File: src/pdt_pkg.sv
// Constants and types shared by the port default tag and rate control block
package pdt_pkg;

    // Number of switch ports served
    localparam int NUM_PORTS = 3;

    // Register indices as printed; byte address is four times the index
    localparam logic [2:0][7:0] IDX_TAG_HI = {8'h33, 8'h23, 8'h13};
    localparam logic [2:0][7:0] IDX_TAG_LO = {8'h34, 8'h24, 8'h14};
    localparam logic [2:0][7:0] IDX_OPTS = {8'h35, 8'h25, 8'h15};

    // APB address layout
    localparam int ADDR_W = 12;
    localparam int IDX_LSB = 2;

    // Values after reset
    localparam logic [7:0] TAG_HI_RST = 8'h00;
    localparam logic [7:0] TAG_LO_RST = 8'h01;
    localparam logic [7:0] OPTS_RST = 8'h00;

    // Implemented option bits per port; port 2 bit 7 and port 3 bits 6-5 absent
    localparam logic [2:0][7:0] OPTS_MASK = {8'h9f, 8'h7f, 8'hff};

    // Index of the port whose option bit 7 steers the third-port MII role
    localparam int MII_PORT = 2;

    // Field positions in the default tag high byte
    localparam int TAG_PRI_LSB = 5;
    localparam int TAG_CFI_BIT = 4;
    localparam int TAG_VIDH_MSB = 3;

    // Field positions in the ingress options register
    localparam int OPT_MII_MAC_BIT = 7;
    localparam int OPT_SAF1_BIT = 6;
    localparam int OPT_SAF2_BIT = 5;
    localparam int OPT_DROP_TAG_BIT = 4;
    localparam int OPT_MODE_LSB = 2;
    localparam int OPT_GAP_BIT = 1;
    localparam int OPT_PRE_BIT = 0;

    // Per-frame overhead bytes for rate accounting
    localparam int GAP_BYTES = 12;
    localparam int PREAMBLE_BYTES = 8;

    // Null VID value
    localparam logic [11:0] NULL_VID = 12'h000;

    // Ingress limit modes
    typedef enum logic [1:0] {
        LIM_ALL = 2'b00,
        LIM_BC_MC_FLOOD = 2'b01,
        LIM_BC_MC = 2'b10,
        LIM_BC = 2'b11
    } pdt_limit_mode_t;

endpackage : pdt_pkg

File: src/pdt_port_ctl.sv
// Port default tag and rate control registers with APB access
`timescale 1ns/100ps
module pdt_port_ctl
    import pdt_pkg::*;
#(
    parameter int LEN_W = 11
)
(
    // Clock and reset
    input wire logic clk,
    input wire logic rst,
    // APB slave
    input wire logic psel,
    input wire logic penable,
    input wire logic pwrite,
    input wire logic [ADDR_W-1:0] paddr,
    input wire logic [31:0] pwdata,
    output logic pready,
    output logic [31:0] prdata,
    output logic pslverr,
    // Third-port MII role, high for MAC role
    output logic mii_mac_mode,
    // Ingress descriptors, one slice per port
    input wire logic [NUM_PORTS-1:0] ing_valid,
    input wire logic [NUM_PORTS-1:0] ing_tagged,
    input wire logic [NUM_PORTS*16-1:0] ing_tci,
    input wire logic [NUM_PORTS-1:0] ing_bcast,
    input wire logic [NUM_PORTS-1:0] ing_mcast,
    input wire logic [NUM_PORTS-1:0] ing_flood,
    input wire logic [NUM_PORTS-1:0] ing_sa_match_one,
    input wire logic [NUM_PORTS-1:0] ing_sa_match_two,
    input wire logic [NUM_PORTS*LEN_W-1:0] ing_len,
    // Egress descriptors, one slice per port
    input wire logic [NUM_PORTS-1:0] egr_valid,
    input wire logic [NUM_PORTS*LEN_W-1:0] egr_len,
    // Ingress results
    output logic [NUM_PORTS-1:0] res_valid,
    output logic [NUM_PORTS-1:0] res_drop,
    output logic [NUM_PORTS*16-1:0] res_tci,
    output logic [NUM_PORTS*12-1:0] res_lookup_vid,
    output logic [NUM_PORTS-1:0] res_limited,
    output logic [NUM_PORTS*(LEN_W+1)-1:0] res_bytes,
    // Egress results
    output logic [NUM_PORTS-1:0] egr_res_valid,
    output logic [NUM_PORTS*16-1:0] egr_tci,
    output logic [NUM_PORTS*(LEN_W+1)-1:0] egr_bytes
);

    // Frame lengths below 7 bits cannot hold a minimum frame
    if (LEN_W < 7 || LEN_W > 16)
    begin : g_len_check
        $error("pdt_port_ctl: LEN_W must lie between 7 and 16");
    end

    // Complete register and bus state
    typedef struct packed {
        logic [NUM_PORTS-1:0][7:0] tag_hi;
        logic [NUM_PORTS-1:0][7:0] tag_lo;
        logic [NUM_PORTS-1:0][7:0] opts;
        logic [31:0] rdata;
        logic ack;
        logic err;
    } pdt_ctl_state_t;

    pdt_ctl_state_t state_r;
    pdt_ctl_state_t state_nxt;

    // Address decode results
    logic [7:0] req_idx;
    logic addr_ok;
    logic hit;
    logic [7:0] rd_byte;
    logic access;
    logic done;

    // Address decode: aligned word, index in bits above the byte lane
    always_comb
    begin
        req_idx = paddr[IDX_LSB +: 8];
        addr_ok = (paddr[1:0] == 2'b00)
            && (paddr[ADDR_W-1:IDX_LSB+8] == '0);
        hit = 1'b0;
        rd_byte = 8'h00;
        // Search every port for a matching register
        for (int p = 0; p < NUM_PORTS; p++)
        begin
            if (addr_ok && req_idx == IDX_TAG_HI[p])
            begin
                hit = 1'b1;
                rd_byte = state_r.tag_hi[p];
            end
            if (addr_ok && req_idx == IDX_TAG_LO[p])
            begin
                hit = 1'b1;
                rd_byte = state_r.tag_lo[p];
            end
            if (addr_ok && req_idx == IDX_OPTS[p])
            begin
                hit = 1'b1;
                rd_byte = state_r.opts[p] & OPTS_MASK[p];
            end
        end
    end

    // Access phase, and completion when pready is high
    assign access = psel && penable;
    assign done = access && state_r.ack;

    // Next-state logic: one wait cycle, then answer
    always_comb
    begin
        state_nxt = state_r;
        if (done)
        begin
            // Answer taken; drop the acknowledge
            state_nxt.ack = 1'b0;
            state_nxt.err = 1'b0;
        end
        else if (access)
        begin
            // First access cycle: capture read data and status
            state_nxt.ack = 1'b1;
            state_nxt.err = !hit;
            state_nxt.rdata = (hit && !pwrite) ? {24'h000000, rd_byte} : 32'h00000000;
        end
        // Writes land on the completing edge only
        if (done && pwrite && hit)
        begin
            for (int p = 0; p < NUM_PORTS; p++)
            begin
                if (req_idx == IDX_TAG_HI[p])
                begin
                    state_nxt.tag_hi[p] = pwdata[7:0];
                end
                if (req_idx == IDX_TAG_LO[p])
                begin
                    state_nxt.tag_lo[p] = pwdata[7:0];
                end
                if (req_idx == IDX_OPTS[p])
                begin
                    // Absent and reserved bits stay zero
                    state_nxt.opts[p] = pwdata[7:0] & OPTS_MASK[p];
                end
            end
        end
    end

    // State register with reset defaults
    always_ff @(posedge clk or posedge rst)
    begin
        if (rst)
        begin
            for (int p = 0; p < NUM_PORTS; p++)
            begin
                state_r.tag_hi[p] <= TAG_HI_RST;
                state_r.tag_lo[p] <= TAG_LO_RST;
                state_r.opts[p] <= OPTS_RST;
            end
            state_r.rdata <= 32'h00000000;
            state_r.ack <= 1'b0;
            state_r.err <= 1'b0;
        end
        else
        begin
            state_r <= state_nxt;
        end
    end

    // Bus answer
    assign pready = state_r.ack;
    assign prdata = state_r.rdata;
    assign pslverr = state_r.err && state_r.ack;

    // Third-port MII role from its own option bit 7
    assign mii_mac_mode = state_r.opts[MII_PORT][OPT_MII_MAC_BIT];

    // One classifier per port
    for (genvar g = 0; g < NUM_PORTS; g++)
    begin : g_port
        pdt_port_filter #(
            .LEN_W(LEN_W)
        ) u_filter (
            .clk(clk),
            .rst(rst),
            .cfg_tag_hi(state_r.tag_hi[g]),
            .cfg_tag_lo(state_r.tag_lo[g]),
            .cfg_opts(state_r.opts[g]),
            .ing_valid(ing_valid[g]),
            .ing_tagged(ing_tagged[g]),
            .ing_tci(ing_tci[g*16 +: 16]),
            .ing_bcast(ing_bcast[g]),
            .ing_mcast(ing_mcast[g]),
            .ing_flood(ing_flood[g]),
            .ing_sa_match_one(ing_sa_match_one[g]),
            .ing_sa_match_two(ing_sa_match_two[g]),
            .ing_len(ing_len[g*LEN_W +: LEN_W]),
            .egr_valid(egr_valid[g]),
            .egr_len(egr_len[g*LEN_W +: LEN_W]),
            .res_valid(res_valid[g]),
            .res_drop(res_drop[g]),
            .res_tci(res_tci[g*16 +: 16]),
            .res_lookup_vid(res_lookup_vid[g*12 +: 12]),
            .res_limited(res_limited[g]),
            .res_bytes(res_bytes[g*(LEN_W+1) +: (LEN_W+1)]),
            .egr_res_valid(egr_res_valid[g]),
            .egr_tci(egr_tci[g*16 +: 16]),
            .egr_bytes(egr_bytes[g*(LEN_W+1) +: (LEN_W+1)])
        );
    end

endmodule : pdt_port_ctl

File: src/pdt_port_filter.sv
// Per-port ingress classification and egress tag/byte accounting
`timescale 1ns/100ps
module pdt_port_filter
    import pdt_pkg::*;
#(
    parameter int LEN_W = 11
)
(
    // Clock and reset
    input wire logic clk,
    input wire logic rst,
    // Port configuration
    input wire logic [7:0] cfg_tag_hi,
    input wire logic [7:0] cfg_tag_lo,
    input wire logic [7:0] cfg_opts,
    // Ingress frame descriptor
    input wire logic ing_valid,
    input wire logic ing_tagged,
    input wire logic [15:0] ing_tci,
    input wire logic ing_bcast,
    input wire logic ing_mcast,
    input wire logic ing_flood,
    input wire logic ing_sa_match_one,
    input wire logic ing_sa_match_two,
    input wire logic [LEN_W-1:0] ing_len,
    // Egress frame descriptor
    input wire logic egr_valid,
    input wire logic [LEN_W-1:0] egr_len,
    // Ingress result
    output logic res_valid,
    output logic res_drop,
    output logic [15:0] res_tci,
    output logic [11:0] res_lookup_vid,
    output logic res_limited,
    output logic [LEN_W:0] res_bytes,
    // Egress result
    output logic egr_res_valid,
    output logic [15:0] egr_tci,
    output logic [LEN_W:0] egr_bytes
);

    // Registered result state
    typedef struct packed {
        logic res_valid;
        logic res_drop;
        logic [15:0] res_tci;
        logic [11:0] res_vid;
        logic res_limited;
        logic [LEN_W:0] res_bytes;
        logic egr_valid;
        logic [15:0] egr_tci;
        logic [LEN_W:0] egr_bytes;
    } pdt_filt_state_t;

    pdt_filt_state_t state_r;
    pdt_filt_state_t state_nxt;

    // Port default tag, overhead bytes and limit mode
    logic [15:0] dflt_tci;
    logic [LEN_W:0] overhead;
    pdt_limit_mode_t mode;

    // Default tag, overhead and mode decode
    always_comb
    begin
        dflt_tci = {cfg_tag_hi, cfg_tag_lo};
        overhead = '0;
        if (cfg_opts[OPT_GAP_BIT])
        begin
            overhead = overhead + (LEN_W + 1)'(GAP_BYTES);
        end
        if (cfg_opts[OPT_PRE_BIT])
        begin
            overhead = overhead + (LEN_W + 1)'(PREAMBLE_BYTES);
        end
        mode = pdt_limit_mode_t'(cfg_opts[OPT_MODE_LSB +: 2]);
    end

    // Next-state logic for ingress and egress results
    always_comb
    begin
        state_nxt = state_r;
        state_nxt.res_valid = ing_valid;
        state_nxt.egr_valid = egr_valid;
        if (ing_valid)
        begin
            // Tag assigned to the frame
            state_nxt.res_tci = ing_tagged ? ing_tci : dflt_tci;
            // Lookup VID falls back to the default for untagged or null VID
            if (!ing_tagged || ing_tci[11:0] == NULL_VID)
            begin
                state_nxt.res_vid = dflt_tci[11:0];
            end
            else
            begin
                state_nxt.res_vid = ing_tci[11:0];
            end
            // Drop on tagged ingress or self-address match
            state_nxt.res_drop = (cfg_opts[OPT_DROP_TAG_BIT] && ing_tagged)
                || (cfg_opts[OPT_SAF1_BIT] && ing_sa_match_one)
                || (cfg_opts[OPT_SAF2_BIT] && ing_sa_match_two);
            // Frame class counted against ingress limit
            unique case (mode)
                LIM_ALL: state_nxt.res_limited = 1'b1;
                LIM_BC_MC_FLOOD: state_nxt.res_limited = ing_bcast || ing_mcast || ing_flood;
                LIM_BC_MC: state_nxt.res_limited = ing_bcast || ing_mcast;
                LIM_BC: state_nxt.res_limited = ing_bcast;
            endcase
            state_nxt.res_bytes = {1'b0, ing_len} + overhead;
        end
        if (egr_valid)
        begin
            // Egress insertion uses the port default tag
            state_nxt.egr_tci = dflt_tci;
            state_nxt.egr_bytes = {1'b0, egr_len} + overhead;
        end
    end

    // State register
    always_ff @(posedge clk or posedge rst)
    begin
        if (rst)
        begin
            state_r <= '0;
        end
        else
        begin
            state_r <= state_nxt;
        end
    end

    // Outputs straight from flip-flops
    assign res_valid = state_r.res_valid;
    assign res_drop = state_r.res_drop;
    assign res_tci = state_r.res_tci;
    assign res_lookup_vid = state_r.res_vid;
    assign res_limited = state_r.res_limited;
    assign res_bytes = state_r.res_bytes;
    assign egr_res_valid = state_r.egr_valid;
    assign egr_tci = state_r.egr_tci;
    assign egr_bytes = state_r.egr_bytes;

endmodule : pdt_port_filter

File: config.mk
export PLATFORM = sky130hd
export DESIGN_NAME = pdt_port_ctl
export DESIGN_NICKNAME = d
export VERILOG_FILES = /design/src/pdt_pkg.sv /design/src/pdt_port_ctl.sv /design/src/pdt_port_filter.sv
export SDC_FILE = /design/constraint.sdc
export NUM_CORES = 1
export LEC_CHECK = 0
export ABC_AREA = 1
export BUFFER_PORTS_ARGS = -buffer_cell sky130_fd_sc_hd__buf_2
export CORE_ASPECT_RATIO = 1.25
export CORE_UTILIZATION = 40
export CTS_BUF_LIST = sky130_fd_sc_hd__clkbuf_4 sky130_fd_sc_hd__clkbuf_8
export CTS_CLUSTER_DIAMETER = 100
export DETAILED_ROUTE_END_ITERATION = 10
export PLACE_DENSITY_LB_ADDON = 0.12
export SLEW_MARGIN = 20
export SYNTH_ARGS = -nofsm -noshare
export SYNTH_HDL_FRONTEND = slang
export SYNTH_HIERARCHICAL = 1
export SYNTH_SLANG_ARGS = --single-unit
File: constraint.sdc
create_clock -name clk -period 3.2 [get_ports clk]
set_clock_uncertainty 0.1 [all_clocks]
set_input_delay 0.16 -clock clk [delete_from_list [all_inputs] [get_ports clk]]
set_output_delay 0.16 -clock clk [all_outputs]
set_load 0.03 [all_outputs]
==> results of run 1 <==
==> layout make-up <==
type	count	share of cell area [%]
diodes	1	0.0122
clock buffers	79	4.87
clock inverters	12	0.811
inverters	153	2.82
multi-input cells	1358	31.4
flip-flops and latches	295	36.0
well taps	480	2.93
repair buffers	632	21.2
==> per-stage QoR <==
step	std cells	hold WS [ns]	area (µm²)	utilization (%)
2_1_floorplan	1916	0.0914	15100	-
3_3_place_gp	2694	0.164	17100	46.7
3_5_place_dp	2694	0.155	17100	46.7
4_1_cts	3009	0.00461	20500	56.0
5_1_grt	3010	0.0602	20500	56.1
6_report	3010	0.0669	20500	56.1
==> synth_stat cells (5+ instances only) <==
cell type | instances | share of area, %
o21ai_0 | 97 | 3.2
nand3_2 | 38 | 2.5
buf_4 | 41 | 2.1
fa_1 | 6 | 0.80
o21ai_1 | 131 | 4.4
nand2_1 | 688 | 17
inv_2 | 22 | 0.55
inv_1 | 129 | 3.2
nand2_2 | 25 | 1.0
nor2_2 | 5 | 0.21
nor3_1 | 10 | 0.33
nand4_1 | 8 | 0.33
dfrtp_1 | 292 | 49
ha_1 | 21 | 1.8
nor2_8 | 5 | 0.67
nand3_1 | 91 | 3.0
a21oi_1 | 25 | 0.83
buf_6 | 9 | 0.68
nor2_1 | 146 | 3.7
nand2_4 | 6 | 0.45
a31oi_1 | 9 | 0.38
buf_2 | 35 | 1.2
clkbuf_1 | 22 | 0.55
xor2_1 | 6 | 0.35
==> power breakdown <==
group	leakage, µW	total [µW]	internal [µW]	switching [µW]
Clock	0.000616	3900	2310	1590
Combinational	0.00681	1650	577	1080
Sequential	0.00374	4040	3930	109
==> critical path, stage by stage, from the launching register on <==
cell	delay [ns]
dfrtp_1	0.54
ha_2	0.42
ha_1	0.29
nand3_1	0.07
nand3_1	0.18
a21oi_1	0.18
dlygate4sd3_1	0.56
o21ai_1	0.08
dlygate4sd3_1	0.57
==> per-layer routing <==
metal / routed length, µm / global-route usage (%) / share of wire (%) / up-vias
met5: 13 / 0 / 0.027 / -
li1: - / - / - / 7141
met4: 1720 / 10.0 / 3.6 / 2
met3: 3090 / 5.45 / 6.4 / 110
met2: 23400 / 42.9 / 48 / 469
met1: 20200 / 31.0 / 42 / 6837
==> path summary, 6_finish.rpt <==
| check | start | to | slack, ns | cells past startpoint |
|---|---|---|---|---|
| min in group asynchronous | rst | g_port[0].u_filter/res_bytes[1]$_DFFE_PP0P_ | 0.11 | 3 |
| max | state_r[43]$_DFFE_PP0P_ | g_port[1].u_filter/egr_bytes[9]$_DFFE_PP0P_ | 0.08 | 8 |
| min | paddr[8] | state_r[58]$_DFFE_PP1P_ | 0.07 | 7 |
| max in group asynchronous | rst | g_port[2].u_filter/res_lookup_vid[8]$_DFFE_PP0P_ | 1.97 | 4 |
| max reg2reg | state_r[43]$_DFFE_PP0P_ | g_port[1].u_filter/egr_bytes[9]$_DFFE_PP0P_ | 0.08 | 8 |
| min reg2reg | g_port[0].u_filter/egr_tci[12]$_DFFE_PP0P_ | g_port[0].u_filter/egr_tci[12]$_DFFE_PP0P_ | 0.36 | 2 |
==> what timing repair did <==
item | 4_1_cts | 5_1_grt
endpoints found under the setup margin | 0 | 6
hold endpoints to repair | 412 | 0
resized for setup | 0 | 9
hold buffers | 224 | 0
==> registers in the layout (all words and copies together) (netlist names), 3 cells and up <==
| signal | cells |
|---|---|
| g_port.u_filter/res_bytes | 36 |
| g_port.u_filter/egr_bytes | 36 |
| g_port.u_filter/egr_tci | 48 |
| prdata | 8 |
| g_port.u_filter/res_valid | 3 |
| g_port.u_filter/res_limited | 3 |
| g_port.u_filter/res_drop | 3 |
| state_r | 69 |
| g_port.u_filter/egr_res_valid | 3 |
| g_port.u_filter/res_tci | 48 |
| g_port.u_filter/res_lookup_vid | 36 |
==> kinds of logic after synthesis <==
family                   count (synthesis)
XOR/XNOR                                 8
flip-flops                             295
other                                    1
adder cells (fa/ha/maj)                 27
AND/OR/NAND/NOR                       1031
AO/OA/AOI/OAI                          266
buffers and inverters                  263
==> layout by cell type, fill, tap and decap left out, types with 2 or more instances in the layout <==
cell / n
xnor2_1: 2
clkinv_2: 6
nand3b_1: 3
xor2_1: 6
a21oi_1: 24
nor2_2: 5
o21bai_1: 3
a21oi_2: 2
dfrtp_2: 2
a31oi_1: 9
nand2_4: 6
nand2_2: 25
inv_4: 2
ha_1: 18
o21ai_1: 131
nand2_1: 688
nor3_1: 10
dfstp_2: 3
nand3_1: 91
clkbuf_8: 65
buf_2: 389
o21ai_0: 97
dlygate4sd3_1: 224
conb_1: 26
nor2_8: 5
nand4_1: 8
inv_2: 25
inv_1: 125
nor2_4: 5
dfrtp_1: 290
fa_1: 6
clkbuf_4: 14
nor2_1: 145
nand3_2: 38
bufinv_16: 4
buf_4: 18
ha_2: 2
==> flow_metrics.tcl, run 1 <==
set metrics [dict create \
    yosysUniqueCellTypes 37 \
    cp_data_required_time_ns 3.56 \
    drtIter0Drc 700 \
    min_period_ns 3.12 \
    layout_setup_ws_ns 0.0844 \
    start_util_pct 41.0 \
    crit_fanout 5 \
    numCtsBuffers 51 \
    relSlewSlack_pct 48.2 \
    antenna_found_initial 2 \
    synth_compound_area_share_pct 9.02 \
    core_area_um2 36600 \
    critical_path_class "flip-flop to flip-flop" \
    fin_tns_setup_ns 0 \
    grt_max_degree 58 \
    drt-pass1-iter-count 6 \
    grt_pass1_vias 14600 \
    drc 0 \
    irDropWorstVdd_mv 0.322 \
    grt-ovfl-total 0 \
    root_buffer "clkbuf_8" \
    drt-total-wl_mm 48.4 \
    wl_per_cell_um 16.1 \
    insertion_delay_ns 0.59 \
    finalCritPeriodShare_pct 97.4 \
    synth_seq_cells 295 \
    die_h_um 219 \
    status "complete, no violations" \
    dieArea_um2 38300 \
    routed-via-count 14600 \
    layout-drive-gt1-share_pct 24.6 \
    cts_tree "built" \
    seqCellArea_um2 7390 \
    synth_edf_count 0 \
    synth_top_family_by_area "simple AND/OR/NAND/NOR gates" \
    fin_nets 2705 \
    yosys_most_used_dff "dfrtp_1" \
    via_per_inst 4.84 \
    clock_sinks 295 \
    io_buffers 389 \
    ios 438 \
    muxShareOfSynthArea_pct 0 \
    fill_cells 3472 \
    hold_viol 0 \
    clkSlewWorstSetupHoldPaths_ns 0.07 \
    p_leak_uw 0.0112 \
    synth.avg_cell_area_um2 7.93 \
    max_freq_mhz 321 \
    total_power_uw 9590 \
    multiInputGateArea_um2 6450 \
    htree_levels 2 \
    postCtsSetupRepairBufs 0 \
    rsz0062_at_grt "false" \
    synth-xor-area-share_pct 0.467 \
    synth_fa_ha_area_share_pct 2.55 \
    ys_warn_count 6 \
    gp_congestion 0.856 \
    arrival_ns 3.47 \
    min_path_type "primary input to flip-flop" \
    power_density_nw_per_um2 467 \
    ys_seq_area_share_pct 49.2 \
    synth_simple_gate_area_share_pct 30.1 \
    clk_path_buf_depth 3 \
    maxSlewViolCount 0 \
    syn2layout_area_growth_pct 36.9 \
    synth_area_um2 15000 \
    detail-route-antenna-nets 0 \
    grt_pass1_wl_mm 76.7 \
    die_x_um 175 \
    detailed_place_hpwl_mm 33.2 \
    cp-end-kind "flip-flop" \
    grt_usage_pct 25.2 \
    rows 78 \
    dp_slack_ns 0.797 \
    async_flop_share_pct 100 \
    drv_cap 0 \
    postSynthCellCount 1891 \
    startpoint_type "flip-flop" \
    worst_slew_pin_slew_ns 0.777 \
    setup-violations-final 0 \
]
Note: power is estimated with default switching activity, not from simulation.
==> run 2: changes to the inputs <==
--- a/config.mk
+++ b/config.mk
@@ -13,6 +13,7 @@
 export CTS_CLUSTER_DIAMETER = 100
 export DETAILED_ROUTE_END_ITERATION = 10
 export PLACE_DENSITY_LB_ADDON = 0.12
+export RECOVER_POWER = 100
 export SLEW_MARGIN = 20
 export SYNTH_ARGS = -nofsm -noshare
 export SYNTH_HDL_FRONTEND = slang
==> run 2 against run 1 <==
Sequential share of layout area grew 0.75 points. Global-route usage is the same. Via count grew 0.10%. Final cell count is the same. The run now ends with max-capacitance violations, max-slew violations left. Register-to-register slack gained 0.02 ns. Worst hold slack lost 0.016 ns. Wire length grew 0.27%. Design area shrank 2.0%.
==> flow_metrics.tcl, run 2 (synthesis results as in run 1) <==
set metrics [dict create \
    routed-via-count 14600 \
    cp-end-kind "flip-flop" \
    final_cell_area_um2 20100 \
    ios 438 \
    violations "max-capacitance violations, max-slew violations" \
    layout-drive-gt1-share_pct 14.5 \
    endpoint "g_port[1].u_filter/egr_bytes[9]$_DFFE_PP0P_" \
    layout_common_cells "689 x nand2_1, 290 x dfrtp_1, 241 x clkbuf_1" \
    relSlewSlack_pct -50.5 \
    largest_reg_flops 69 \
    fin_tns_setup_ns 0 \
    grt-ovfl-total 0 \
    clkSlewWorstSetupHoldPaths_ns 0.06 \
    gp_congestion 0.856 \
    detail-route-antenna-nets 0 \
    startpoint_type "flip-flop" \
    syn2layout_area_growth_pct 34.1 \
    start_util_pct 41.0 \
    drv_cap 2 \
    min_period_ns 3.10 \
    layout_setup_ws_ns 0.0995 \
    max_freq_mhz 323 \
    via_per_inst 4.84 \
    arrival_ns 3.46 \
    root_buffer "clkbuf_8" \
    dp_slack_ns 0.797 \
    cp_data_required_time_ns 3.56 \
    hold_viol 0 \
    rsz0062_at_grt "false" \
    setup-violations-final 0 \
    cts_tree "built" \
    ff2ff_path_depth 8 \
    finalCritPeriodShare_pct 96.9 \
    largest-register "state_r" \
    hp-start "paddr[4]" \
    cp_slowest_cell "dlygate4sd3_1" \
    power_density_nw_per_um2 473 \
    die_x_um 175 \
    grt_pass1_vias 14600 \
    final_common_cell "nand2_1" \
    final_core_util_pct 54.9 \
    drt-pass1-iter-count 5 \
    r2r-end "g_port[1].u_filter/egr_bytes[9]$_DFFE_PP0P_" \
    clock_sinks 295 \
    critical_path_class "flip-flop to flip-flop" \
    cp_cell_sequence "ha_2 > ha_1 > nand3_1 > nand3_1 > a21oi_1 > dlygate4sd3_1 > o21ai_1 > dlygate4sd3_1" \
    reg2reg_slack_ns 0.1 \
    place_area_um2 17100 \
    p_leak_uw 0.0102 \
    grt_usage_pct 25.2 \
    crit_fanout 5 \
    fin_nets 2705 \
    core_area_um2 36600 \
    antenna_found_initial 2 \
    htree_levels 2 \
    grt_max_degree 58 \
    numCtsBuffers 51 \
    irDropWorstVdd_mv 0.320 \
    setup.worst_path.start "state_r[43]$_DFFE_PP0P_" \
    drt-total-wl_mm 48.6 \
    min_path_type "primary input to flip-flop" \
    worst_slew_pin_slew_ns 2.26 \
    cpPeakStageDelay_ns 0.57 \
    rows 78 \
    drc 0 \
    postCtsSetupRepairBufs 0 \
    dieArea_um2 38300 \
    grt_pass1_wl_mm 76.7 \
    drtIter0Drc 703 \
    wl_per_cell_um 16.1 \
    io_buffers 389 \
    status "finished, violations left" \
    detailed_place_hpwl_mm 33.2 \
    maxSlewViolCount 97 \
    insertion_delay_ns 0.60 \
    die_h_um 219 \
    clk_path_buf_depth 3 \
    rr_startpoint "state_r[43]$_DFFE_PP0P_" \
]
## run 2: cell count changes in the layout (fill, tap and decap cells not counted), sizes merged
| cell | change |
|---|---|
| clkbuf | +244 |
| buf | -244 |
## run 2: where the power goes
part           total [µW]  switching [µW]  internal (µW)
Clock                3890            1580           2310
Combinational        1580            1070            508
Sequential           4050             116           3930
## run 2: metal layers
metal | part of all wire, % | global-route usage (%) | wire [µm]
met1 | 42 | 31.0 | 20200
met2 | 49 | 42.9 | 23600
met3 | 6.2 | 5.45 | 3020
met4 | 3.7 | 10.0 | 1800
met5 | 0.027 | 0 | 13
## run 2: worst max-delay path: cells and delay by family, from the launching register on
kind                     cells  cell delay [ns]
AND/OR/NAND/NOR              2             0.24
flip-flops                   1             0.50
AO/OA/AOI/OAI                2             0.26
adder cells (fa/ha/maj)      2             0.73
buffers and inverters        2             1.13
## run 2: how the worst min path moves through the flow
stage                                            endpoint  slack [ns]  cells after the start
6_report                          state_r[48]$_DFFE_PP0P_        0.05                      6
5_1_grt                           state_r[45]$_DFFE_PP0P_        0.03                      6
2_1_floorplan  g_port[0].u_filter/egr_res_valid$_DFF_PP0_        0.09                      0
3_3_place_gp   g_port[0].u_filter/res_tci[12]$_DFFE_PP0P_        0.16                      2
3_5_place_dp   g_port[0].u_filter/res_tci[12]$_DFFE_PP0P_        0.16                      2
4_1_cts                           state_r[94]$_DFFE_PP0P_       0.005                      5
## run 2: timing repair
item	in CTS	in global routing
hold buffers	224	0
hold endpoints to repair	412	0
resized for setup	0	9
endpoints found under the setup margin	0	6
## run 2: cell type report
cell class | count | area (µm²)
clock buffer | 79 | 1000
antenna | 1 | 2.50
clock inverter | 12 | 166
multi-input combinational | 1358 | 6370
sequential | 295 | 7390
tap | 480 | 601
fill | 3613 | 16500
inverter | 153 | 577
timing repair buffer | 632 | 4010
## run 2: stage by stage
step	hold slack, ns	std cells	total power (µW)
4_1_cts	0.00461	3009	9700
5_1_grt	0.0292	3010	9960
2_1_floorplan	0.0914	1916	5050
3_3_place_gp	0.164	2694	5500
6_report	0.0514	3010	9510
3_5_place_dp	0.155	2694	5520
